`config.mk`:
```
export PLATFORM = sky130hd
export DESIGN_NAME = hbdl_host_bus_decode_latch
export DESIGN_NICKNAME = d
export VERILOG_FILES = /design/src/hbdl_pkg.sv /design/src/hbdl_strobe_if.sv /design/src/hbdl_host_bus_decode_latch.sv /design/src/hbdl_addr_latch.sv /design/src/hbdl_strobe_dec.sv
export VERILOG_INCLUDE_DIRS = /design/src
export SDC_FILE = /design/constraint.sdc
export NUM_CORES = 1
export LEC_CHECK = 0
export BUFFER_PORTS_ARGS = -buffer_cell sky130_fd_sc_hd__buf_2
export CORE_ASPECT_RATIO = 1.1
export CORE_MARGIN = 3
export CORE_UTILIZATION = 49
export DETAILED_ROUTE_END_ITERATION = 8
export HOLD_SLACK_MARGIN = 0.12
export PLACE_DENSITY_LB_ADDON = 0.1
export SLEW_MARGIN = 30
export SYNTH_ARGS = -nofsm -noshare
export SYNTH_HDL_FRONTEND = slang
export SYNTH_SLANG_ARGS = --single-unit
export TNS_END_PERCENT = 5
```
`constraint.sdc`:
```
create_clock -name sys_clk -period 4.5 [get_ports sys_clk]
set_input_delay 0.9 -clock sys_clk [delete_from_list [all_inputs] [get_ports sys_clk]]
set_output_delay 0.9 -clock sys_clk [all_outputs]
set_load 0.1 [all_outputs]
```
`src/hbdl_cfg.svh`:
```
// Constants of the host bus decode and latch block.
`ifndef HBDL_CFG_SVH
`define HBDL_CFG_SVH
`define HBDL_PAGE_OFS 8'h18
`define HBDL_PAGE_LSB 0
`define HBDL_PAGE_MSB 3
`define HBDL_PAGE_RST 4'h0
`define HBDL_CFG_RST 9'h000
`define HBDL_BANKS 8
`define HBDL_LOW_LANES 16'h00ff
`endif

```
`src/hbdl_pkg.sv`:
```
// Types shared by the host bus decode and latch modules.
package hbdl_pkg;
  typedef enum logic [1:0] {
    HBDL_SEP = 2'b00,
    HBDL_ENA = 2'b01,
    HBDL_DS = 2'b11
  } hbdl_style_t;

  typedef struct packed {
    logic highAddrLatchSel;
    logic highAddrRoleSel;
    logic wideBusSel;
    logic muxedBusSel;
    logic nonmuxLatchSel;
    logic spaceSplitSel;
    logic strobeStyleSel;
    logic dataStrobeSel;
    logic aleActiveHighSel;
  } hbdl_cfg_t;

  typedef struct packed {
    hbdl_cfg_t cfg;
    logic loaded;
    logic [3:0] page;
    logic [15:0] rdData;
    logic [15:0] rdOe;
  } hbdl_state_t;
endpackage

```
`src/hbdl_strobe_if.sv`:
```
// Read and write strobe pins and their decoded qualifiers.
`timescale 1ns/1ps
interface hbdl_strobe_if;
  import hbdl_pkg::*;
  logic rdPin;
  logic wrPin;
  hbdl_style_t style;
  logic readAct;
  logic writeAct;
  modport dec (input rdPin, input wrPin, input style, output readAct, output writeAct);
  modport user (output rdPin, output wrPin, output style, input readAct, input writeAct);
endinterface

```
`src/hbdl_host_bus_decode_latch.sv`:
```
// Host bus front end: address latches, strobe decode, byte lanes, page register and selects.
`timescale 1ns/1ps
`include "hbdl_cfg.svh"
module hbdl_host_bus_decode_latch
  import hbdl_pkg::*;
(
  input wire logic sys_clk,
  input wire logic reset_n,
  input wire logic highAddrLatchSel,
  input wire logic highAddrRoleSel,
  input wire logic wideBusSel,
  input wire logic muxedBusSel,
  input wire logic nonmuxLatchSel,
  input wire logic spaceSplitSel,
  input wire logic strobeStyleSel,
  input wire logic dataStrobeSel,
  input wire logic aleActiveHighSel,
  input wire logic addrStrobe,
  input wire logic rdStrobePin,
  input wire logic wrStrobePin,
  input wire logic sharedPin,
  input wire logic [15:0] addrIn,
  input wire logic [3:0] highAddrIn,
  input wire logic [15:0] dataIn,
  input wire logic ioBaseSelect,
  input wire logic [7:0] bankDecode,
  input wire logic sramDecode,
  output logic [15:0] latchedAddr,
  output logic [3:0] highAddrLogic,
  output logic [3:0] decoderHighAddr,
  output logic [3:0] pageOutputs,
  output logic [7:0] codeBankSelects,
  output logic sramSelect,
  output logic sramRead,
  output logic sramWrite,
  output logic sramWordMode,
  output logic codeRead,
  output logic programFetch,
  output logic readStrobe,
  output logic writeStrobe,
  output logic lowerLaneEn,
  output logic upperLaneEn,
  output logic [15:0] dataOut,
  output logic [15:0] dataOe
);
  hbdl_state_t state_q;
  hbdl_state_t state_d;
  hbdl_cfg_t cfg;
  hbdl_cfg_t cfgIn;
  logic strobeActive;
  logic lowLatchEn;
  logic highLatchEn;
  logic pinLatchEn;
  logic [7:0] lowSrc;
  logic [7:0] highSrc;
  logic sharedLatched;
  logic [3:0] extHighAddr;
  logic splitActive;
  logic pageHit;
  logic pageWrite;
  logic pageRead;

  hbdl_strobe_if strobeBus ();

  assign cfgIn = '{highAddrLatchSel, highAddrRoleSel, wideBusSel, muxedBusSel, nonmuxLatchSel,
                   spaceSplitSel, strobeStyleSel, dataStrobeSel, aleActiveHighSel};
  assign cfg = state_q.cfg;

  // The strobe polarity is folded in once so every latch sees the same active level.
  // polarity select
  assign strobeActive = (addrStrobe == cfg.aleActiveHighSel);

  assign lowLatchEn = cfg.muxedBusSel || cfg.nonmuxLatchSel;
  assign highLatchEn = cfg.muxedBusSel ? cfg.wideBusSel : cfg.nonmuxLatchSel;
  assign pinLatchEn = cfg.wideBusSel && cfg.muxedBusSel;

  // In multiplexed modes the low address byte rides on the data pins of the same lane, and the high byte does too on a wide bus.
  assign lowSrc = cfg.muxedBusSel ? dataIn[7:0] : addrIn[7:0];
  assign highSrc = (cfg.muxedBusSel && cfg.wideBusSel) ? dataIn[15:8] : addrIn[15:8];

  hbdl_addr_latch #(.W(8)) uLowLatch (
    .sys_clk(sys_clk),
    .reset_n(reset_n),
    .latchEn(lowLatchEn),
    .strobeActive(strobeActive),
    .din(lowSrc),
    .dout(latchedAddr[7:0])
  );

  hbdl_addr_latch #(.W(8)) uHighLatch (
    .sys_clk(sys_clk),
    .reset_n(reset_n),
    .latchEn(highLatchEn),
    .strobeActive(strobeActive),
    .din(highSrc),
    .dout(latchedAddr[15:8])
  );

  hbdl_addr_latch #(.W(1)) uPinLatch (
    .sys_clk(sys_clk),
    .reset_n(reset_n),
    .latchEn(pinLatchEn),
    .strobeActive(strobeActive),
    .din(sharedPin),
    .dout(sharedLatched)
  );

  hbdl_addr_latch #(.W(4)) uExtLatch (
    .sys_clk(sys_clk),
    .reset_n(reset_n),
    .latchEn(cfg.highAddrLatchSel),
    .strobeActive(strobeActive),
    .din(highAddrIn),
    .dout(extHighAddr)
  );

  assign decoderHighAddr = cfg.highAddrRoleSel ? extHighAddr : 4'h0;
  assign highAddrLogic = extHighAddr;

  assign strobeBus.style = cfg.strobeStyleSel ? (cfg.dataStrobeSel ? HBDL_DS : HBDL_ENA) : HBDL_SEP;
  assign strobeBus.rdPin = rdStrobePin;
  assign strobeBus.wrPin = wrStrobePin;

  hbdl_strobe_dec uDec (
    .bus(strobeBus.dec)
  );

  assign readStrobe = strobeBus.readAct;
  assign writeStrobe = strobeBus.writeAct;

  assign programFetch = !cfg.wideBusSel && !sharedLatched;

  assign lowerLaneEn = !cfg.wideBusSel || !latchedAddr[0];
  assign upperLaneEn = cfg.wideBusSel && !sharedLatched;

  // Without a fetch pin on a wide bus the spaces can only be combined.
  assign splitActive = cfg.spaceSplitSel && !cfg.wideBusSel;
  assign codeRead = splitActive ? programFetch : strobeBus.readAct;

  generate
    for (genvar n = 0; n < `HBDL_BANKS; n++) begin : gBank
      assign codeBankSelects[n] = bankDecode[n] && codeRead;
    end
  endgenerate

  assign sramSelect = sramDecode;
  assign sramRead = sramDecode && strobeBus.readAct;
  assign sramWrite = sramDecode && strobeBus.writeAct;
  assign sramWordMode = cfg.wideBusSel;

  assign pageHit = ioBaseSelect && (latchedAddr[7:0] == `HBDL_PAGE_OFS) && lowerLaneEn;
  assign pageWrite = pageHit && strobeBus.writeAct;
  assign pageRead = pageHit && strobeBus.readAct;

  always_comb begin
    state_d = state_q;
    if (!state_q.loaded) begin
      state_d.cfg = cfgIn;
      state_d.loaded = 1'b1;
    end
    if (pageWrite) begin
      state_d.page = dataIn[`HBDL_PAGE_MSB:`HBDL_PAGE_LSB];
    end
    // The page read answers one cycle later so the data pins come from flip-flops.
    state_d.rdOe = pageRead ? `HBDL_LOW_LANES : 16'h0000;
    state_d.rdData = 16'h0000;
    if (pageRead) begin
      state_d.rdData[`HBDL_PAGE_MSB:`HBDL_PAGE_LSB] = state_q.page;
    end
  end

  always_ff @(posedge sys_clk) begin
    if (!reset_n) begin
      state_q.cfg <= `HBDL_CFG_RST;
      state_q.loaded <= 1'b0;
      state_q.page <= `HBDL_PAGE_RST;
      state_q.rdData <= 16'h0000;
      state_q.rdOe <= 16'h0000;
    end else begin
      state_q <= state_d;
    end
  end

  assign pageOutputs = state_q.page;
  assign dataOut = state_q.rdData;
  assign dataOe = state_q.rdOe;

  AST_SEP_WRITE:
  assert property (@(posedge sys_clk) disable iff (!reset_n)
    (cfg == $past(cfg) && !cfg.strobeStyleSel && !wrStrobePin) |-> writeStrobe)
  else $error("Low write pin did not write in separate style.");

  AST_SEP_READ:
  assert property (@(posedge sys_clk) disable iff (!reset_n)
    (!cfg.strobeStyleSel && !rdStrobePin) |-> readStrobe)
  else $error("Low read pin did not read in separate style.");

  AST_ENA_STYLE:
  assert property (@(posedge sys_clk) disable iff (!reset_n)
    (cfg.strobeStyleSel && !cfg.dataStrobeSel) |->
      (readStrobe == (rdStrobePin && wrStrobePin)) && (writeStrobe == (rdStrobePin && !wrStrobePin)))
  else $error("Enable style decode is wrong.");

  AST_DS_STYLE:
  assert property (@(posedge sys_clk) disable iff (!reset_n)
    (cfg.strobeStyleSel && cfg.dataStrobeSel && rdStrobePin) |-> !readStrobe && !writeStrobe)
  else $error("Data strobe style acted with the strobe high.");

  AST_PAGE_WRITE:
  assert property (@(posedge sys_clk) disable iff (!reset_n)
    pageWrite |=> pageOutputs == $past(dataIn[3:0]))
  else $error("Page register did not take the written value.");

  AST_PAGE_READ:
  assert property (@(posedge sys_clk) disable iff (!reset_n)
    (pageRead && !pageWrite) |=> dataOe == 16'h00ff && dataOut[3:0] == pageOutputs && dataOut[15:4] == 12'h000)
  else $error("Page register read data is wrong.");

  AST_LANES:
  assert property (@(posedge sys_clk) disable iff (!reset_n)
    (cfg.wideBusSel && sharedLatched && latchedAddr[0]) |-> !lowerLaneEn && !upperLaneEn)
  else $error("A transfer was enabled for the no-transfer code.");

  AST_ROLE:
  assert property (@(posedge sys_clk) disable iff (!reset_n)
    !cfg.highAddrRoleSel |-> decoderHighAddr == 4'h0)
  else $error("Logic inputs reached the bank decode.");

  AST_BANKS:
  assert property (@(posedge sys_clk) disable iff (!reset_n)
    (codeBankSelects & ~bankDecode) == 8'h00)
  else $error("A bank was selected without its own decoder output.");

  AST_CFG_FROZEN:
  assert property (@(posedge sys_clk) disable iff (!reset_n)
    state_q.loaded |=> $stable(cfg))
  else $error("Configuration changed while running.");

  AST_SPLIT_FETCH:
  assert property (@(posedge sys_clk) disable iff (!reset_n)
    (splitActive && sharedLatched) |-> !codeRead)
  else $error("Code read without a low fetch strobe in separate spaces.");

  AST_EXT_PASS:
  assert property (@(posedge sys_clk) disable iff (!reset_n)
    !cfg.highAddrLatchSel |-> highAddrLogic == highAddrIn)
  else $error("High-order inputs did not pass through in transparent mode.");

  AST_ROLE_PASS:
  assert property (@(posedge sys_clk) disable iff (!reset_n)
    cfg.highAddrRoleSel |-> decoderHighAddr == highAddrLogic)
  else $error("Address lines did not reach the bank decode.");

  AST_LOW_PASS:
  assert property (@(posedge sys_clk) disable iff (!reset_n)
    (!cfg.muxedBusSel && !cfg.nonmuxLatchSel) |-> latchedAddr[7:0] == addrIn[7:0])
  else $error("Low address byte did not pass through.");

  AST_HIGH_PASS:
  assert property (@(posedge sys_clk) disable iff (!reset_n)
    (cfg.muxedBusSel ? !cfg.wideBusSel : !cfg.nonmuxLatchSel) |-> latchedAddr[15:8] == addrIn[15:8])
  else $error("High address byte did not pass through.");

  AST_PIN_PASS:
  assert property (@(posedge sys_clk) disable iff (!reset_n)
    !(cfg.wideBusSel && cfg.muxedBusSel) |-> sharedLatched == sharedPin)
  else $error("Shared pin did not pass through.");

  AST_OPEN_HIGH:
  assert property (@(posedge sys_clk) disable iff (!reset_n)
    (cfg.aleActiveHighSel && addrStrobe) |-> latchedAddr == {highSrc, lowSrc})
  else $error("Address latch was not transparent while the high strobe was up.");

  AST_OPEN_LOW:
  assert property (@(posedge sys_clk) disable iff (!reset_n)
    (!cfg.aleActiveHighSel && !addrStrobe) |-> latchedAddr == {highSrc, lowSrc})
  else $error("Address latch was not transparent while the low strobe was down.");

  AST_WIDE_NO_FETCH:
  assert property (@(posedge sys_clk) disable iff (!reset_n)
    cfg.wideBusSel |-> !programFetch)
  else $error("Program fetch was seen on a wide bus.");

  AST_NARROW_LANES:
  assert property (@(posedge sys_clk) disable iff (!reset_n)
    !cfg.wideBusSel |-> lowerLaneEn && !upperLaneEn)
  else $error("Upper lane was enabled on a narrow bus.");

  AST_COMBINED_READ:
  assert property (@(posedge sys_clk) disable iff (!reset_n)
    !splitActive |-> codeRead == readStrobe)
  else $error("Code read did not follow the read style in combined spaces.");

  AST_SEP_FETCH_READ:
  assert property (@(posedge sys_clk) disable iff (!reset_n)
    (splitActive && !sharedLatched) |-> codeRead)
  else $error("Low fetch strobe did not read code in separate spaces.");

  AST_SEP_NO_WRITE:
  assert property (@(posedge sys_clk) disable iff (!reset_n)
    (!cfg.strobeStyleSel && wrStrobePin) |-> !writeStrobe)
  else $error("Write qualifier rose with the write pin high.");

  AST_LANE_WORD:
  assert property (@(posedge sys_clk) disable iff (!reset_n)
    (cfg.wideBusSel && !sharedLatched && !latchedAddr[0]) |-> lowerLaneEn && upperLaneEn)
  else $error("Whole word code did not enable both lanes.");

  AST_DS_ACCESS:
  assert property (@(posedge sys_clk) disable iff (!reset_n)
    (cfg.strobeStyleSel && cfg.dataStrobeSel && !rdStrobePin) |->
      (readStrobe == wrStrobePin) && (writeStrobe == !wrStrobePin))
  else $error("Data strobe access did not follow the direction line.");

  AST_PAGE_HOLD:
  assert property (@(posedge sys_clk) disable iff (!reset_n)
    !pageWrite |=> $stable(pageOutputs))
  else $error("Page register changed without a write.");

  AST_OE_IDLE:
  assert property (@(posedge sys_clk) disable iff (!reset_n)
    !pageRead |=> dataOe == 16'h0000)
  else $error("Data pins were driven without a page read.");
endmodule

```
`src/hbdl_addr_latch.sv`:
```
// Address latch that is transparent while the strobe is active and holds after it.
`timescale 1ns/1ps
module hbdl_addr_latch #(
  parameter int W = 8
) (
  input wire logic sys_clk,
  input wire logic reset_n,
  input wire logic latchEn,
  input wire logic strobeActive,
  input wire logic [W-1:0] din,
  output logic [W-1:0] dout
);
  typedef struct packed {
    logic [W-1:0] held;
  } hbdl_latch_t;

  hbdl_latch_t state_q;
  hbdl_latch_t state_d;

  always_comb begin
    state_d = state_q;
    if (strobeActive) begin
      state_d.held = din;
    end
  end

  always_ff @(posedge sys_clk) begin
    if (!reset_n) begin
      state_q <= '0;
    end else begin
      state_q <= state_d;
    end
  end

  assign dout = (!latchEn || strobeActive) ? din : state_q.held;

  AST_LATCH_CAPTURE:
  assert property (@(posedge sys_clk) disable iff (!reset_n)
    (latchEn && !strobeActive && $past(strobeActive)) |-> dout == $past(din))
  else $error("Latch did not capture on the trailing strobe edge.");

  AST_LATCH_STABLE:
  assert property (@(posedge sys_clk) disable iff (!reset_n)
    (latchEn && $past(latchEn) && !strobeActive && !$past(strobeActive)) |-> $stable(dout))
  else $error("Latched address changed while the strobe was inactive.");
endmodule

```
`src/hbdl_strobe_dec.sv`:
```
// Decoder of the three read and write strobe styles.
`timescale 1ns/1ps
module hbdl_strobe_dec
  import hbdl_pkg::*;
(
  hbdl_strobe_if.dec bus
);
  always_comb begin
    unique case (bus.style)
      HBDL_SEP: begin
        bus.readAct = !bus.rdPin;
        bus.writeAct = !bus.wrPin;
      end
      HBDL_ENA: begin
        bus.readAct = bus.rdPin && bus.wrPin;
        bus.writeAct = bus.rdPin && !bus.wrPin;
      end
      HBDL_DS: begin
        bus.readAct = !bus.rdPin && bus.wrPin;
        bus.writeAct = !bus.rdPin && !bus.wrPin;
      end
      default: begin
        bus.readAct = 1'b0;
        bus.writeAct = 1'b0;
      end
    endcase
  end
endmodule

```
==> impl_metrics.json <==
{
  "wl_per_cell_um": 13.25,
  "grtUsageTotal_pct": 20.60,
  "max_slew_margin_pct": 56.33,
  "max_stage_delay_ns": 0.74,
  "postPlaceCellArea_um2": 3047,
  "wl_met1_um": 2788,
  "min_period_ns": 3.685,
  "hold_slack_ns": 0.4597,
  "floorplan.initialDensity_pct": 51.53,
  "leakage_nw": 1.528,
  "clock.fmax_mhz": 271.4,
  "finalWirelength_um": 6570,
  "crit_path_frequent_cell": "nor2_1",
  "die-area_um2": 6281,
  "ios": 139,
  "finalPower_mw": 1.268,
  "r2r_cells": 6,
  "p_sw_share_pct": 48.60,
  "path_class": "reg2out",
  "fin_crit_sh_pct": 81.88,
  "final_cell_area_um2": 3158,
  "tightestPinTransition_ns": 0.6520,
  "fillers": 495,
  "intPower_uw": 651.9,
  "r2r_slack_ns": 2.15,
  "p_switching_uw": 616.4,
  "grt_pass1_vias": 2230,
  "path_max_fanout": 20,
  "vias_per_cell": 5.109,
  "place_ws_ns": 0.9113,
  "path_clk_slew_ns": 0.08,
  "io_buffer_count": 118,
  "power_density_nw_per_um2": 401.6,
  "ys_ff_latch": 40,
  "fin_ws_ns": 0.8152,
  "dp_cells": 488,
  "ys_seq_area_share_pct": 30.46,
  "ant_nets": 0,
  "avgSynthCellArea_um2": 7.871,
  "power_frac_clock_pct": 23.4,
  "top_layer_used": "met4",
  "post_cts_buffers": 0,
  "clk_latency_ns": 0.30,
  "seq_area_um2": 800.8,
  "critPathSlowestCell": "dfxtp_1",
  "yosys-top-cells-area": "dfxtp_1 (30%), buf_4 (11%), nor2_1 (8.1%)",
  "via_count": 2534,
  "min_path_type": "reg2reg",
  "finClkSkew_ns": 0.003767,
  "layout-drive-gt1-share_pct": 36.08,
  "status": "finished, final reports clean",
  "crit_required_ns": 3.60,
  "wl_met3_um": 461,
  "grt_antenna_before_repair": 0,
  "cts_buffer_depth": 2,
  "cts_tree": "done",
  "dr_wl_met2_um": 3267,
  "r2r-end": "dataOut[2]",
  "cts_buffers": 5,
  "htree_levels": 2,
  "synth-edff-count": 0,
  "syn_to_final_growth_pct": 20.13,
  "final-setup-viol-count": 0,
  "holdPathEnd": "uExtLatch.state_q[1]",
  "syn-cell-area_um2": 2629,
  "drv_cap": 0,
  "synth-async-reset-ratio_pct": 0,
  "path_cells": "buf_4 > nor2_1 > nor2_4 > nor2_1 > a21oi_1 > o221a_2 > buf_2",
  "yosysTopAreaCell": "dfxtp_1",
  "drv_slew": 0,
  "yosys_warnings": 0,
  "instances_no_fill": 496,
  "grt_first_pass_wirelength_um": 10340,
  "drc": 0,
  "drt-pass1-iter-count": 4,
  "cts.sinks": 40,
  "yosysTopAreaCellShare_pct": 30.46,
  "synth.distinct_cells": 40,
  "comb_power_share_pct": 45.1,
  "final_common_cell": "buf_2",
  "synthCells": 334,
  "timing.rr.start": "cfg[5]",
  "drt_first_iter_violations": 123,
  "ir_worst_vdd_mv": 0.2043,
  "fp-row-count": 27,
  "postCtsHoldBufs": 0,
  "min-delay-start": "uExtLatch.state_q[1]",
  "post_cts_resize_count": 0,
  "hold_violations": 0,
  "die_y_um": 82.82,
  "cp-start-kind": "flop",
  "diodes": 0,
  "synth_ff_type": "dfxtp_1",
  "fin_nets": 484,
  "gp_congestion": 0.8243,
  "worst_ep_arrival_time_ns": 2.78,
  "cp-end-kind": "output pin",
  "rsz0062_at_grt": "false",
  "whs_path_depth": 2,
  "p_seq_share_pct": 31.5,
  "layout_common_cells": "buf_2 (118), nor2_1 (57), dfxtp_1 (40), nand2_1 (31), a21oi_1 (26)",
  "multi_input_area_um2": 1531,
  "core_area_um2": 5101,
  "overflow": 0,
  "grt_max_degree": 41,
  "die_x_um": 75.84,
  "hpwl_um": 4883,
  "cts_root_buffer": "clkbuf_8"
}
[power groups by stage]
stage / registers [mW] / logic (mW) / clock network (mW)
after global routing: 0.403 / 0.600 / 0.311
after CTS: 0.399 / 0.573 / 0.299
after floorplan: 0.401 / 0.499 / 0
final: 0.399 / 0.572 / 0.297
after detailed placement: 0.407 / 0.572 / 0
after global placement: 0.407 / 0.568 / 0
[flip-flops by register name, indices dropped and copies added (netlist names)]
| register | count |
|---|---|
| cfg | 8 |
| uHighLatch.state_q | 8 |
| uLowLatch.state_q | 8 |
| dataOut | 4 |
| pageOutputs | 4 |
| uExtLatch.state_q | 4 |
| dataOe | 1 |
| sramWordMode | 1 |
| state_q | 1 |
| uPinLatch.state_q | 1 |
[layer usage]
layer,GRT usage (%),vias to the layer above
li1,-,1285
met1,26.43,1148
met2,34.03,95
met3,4.722,6
met4,5.246,0
met5,0,-
[layout make-up]
type	count	area share, %
multi-input cells	251	48.49
flip-flops and latches	40	25.36
repair buffers	121	19.41
well taps	72	2.853
clock buffers	6	2.298
clock inverters	2	1.109
inverters	4	0.4754
[metrics by stage]
stage / util (%) / setup TNS (ns)
after floorplan: - / -0.6570
after global placement: 59.73 / 0
after detailed placement: 59.73 / 0
after CTS: 61.83 / 0
after global routing: 61.91 / 0
final: 61.91 / 0
[Yosys cell counts, drive strengths merged (2+ instances only)]
| library cell | number |
|---|---|
| nand2b | 3 |
| a311oi | 8 |
| nand4bb | 2 |
| clkbuf | 11 |
| mux2i | 18 |
| inv | 3 |
| a21oi | 26 |
| o22ai | 2 |
| o311ai | 4 |
| nand2 | 31 |
| dfxtp | 40 |
| a211oi | 9 |
| nand3 | 10 |
| o221a | 8 |
| or3 | 8 |
| or4b | 3 |
| buf | 47 |
| o21ai | 5 |
| and2 | 17 |
| mux2 | 5 |
| and3 | 6 |
| nor2 | 58 |
[worst max-delay path: cells and delay by family, from the launching register on]
kind / cells / cell delay [ns]
compound gates: 2 / 0.40
buf+inv: 2 / 0.80
flops: 1 / 0.74
simple gates: 3 / 0.55
[cells by family (layout without fill, tap and decap cells)]
kind of cell,count (synthesis),after routing,share of synthesized area [%]
AOI/OAI and AO/OA,64,64,17.52
xor gates and xnor gates,2,2,1.238
buffers and inverters,62,133,14.71
DFF,40,40,30.46
muxes,23,23,8.995
other,1,20,0.1427
and+or+nand+nor,142,142,26.94
[how the worst max path moves through the flow]
stage               start               to  slack, ns  cells past startpoint
2_1_floorplan  addrStrobe      lowerLaneEn      -0.39                      4
3_3_place_gp   addrStrobe      lowerLaneEn       0.97                      7
3_5_place_dp   addrStrobe      lowerLaneEn       0.91                      7
4_1_cts            cfg[5]  latchedAddr[15]       0.85                      7
5_1_grt            cfg[5]  latchedAddr[15]       0.64                      7
6_report           cfg[5]  latchedAddr[15]       0.82                      7
No activity file was read; power rests on OpenSTA's default activity.
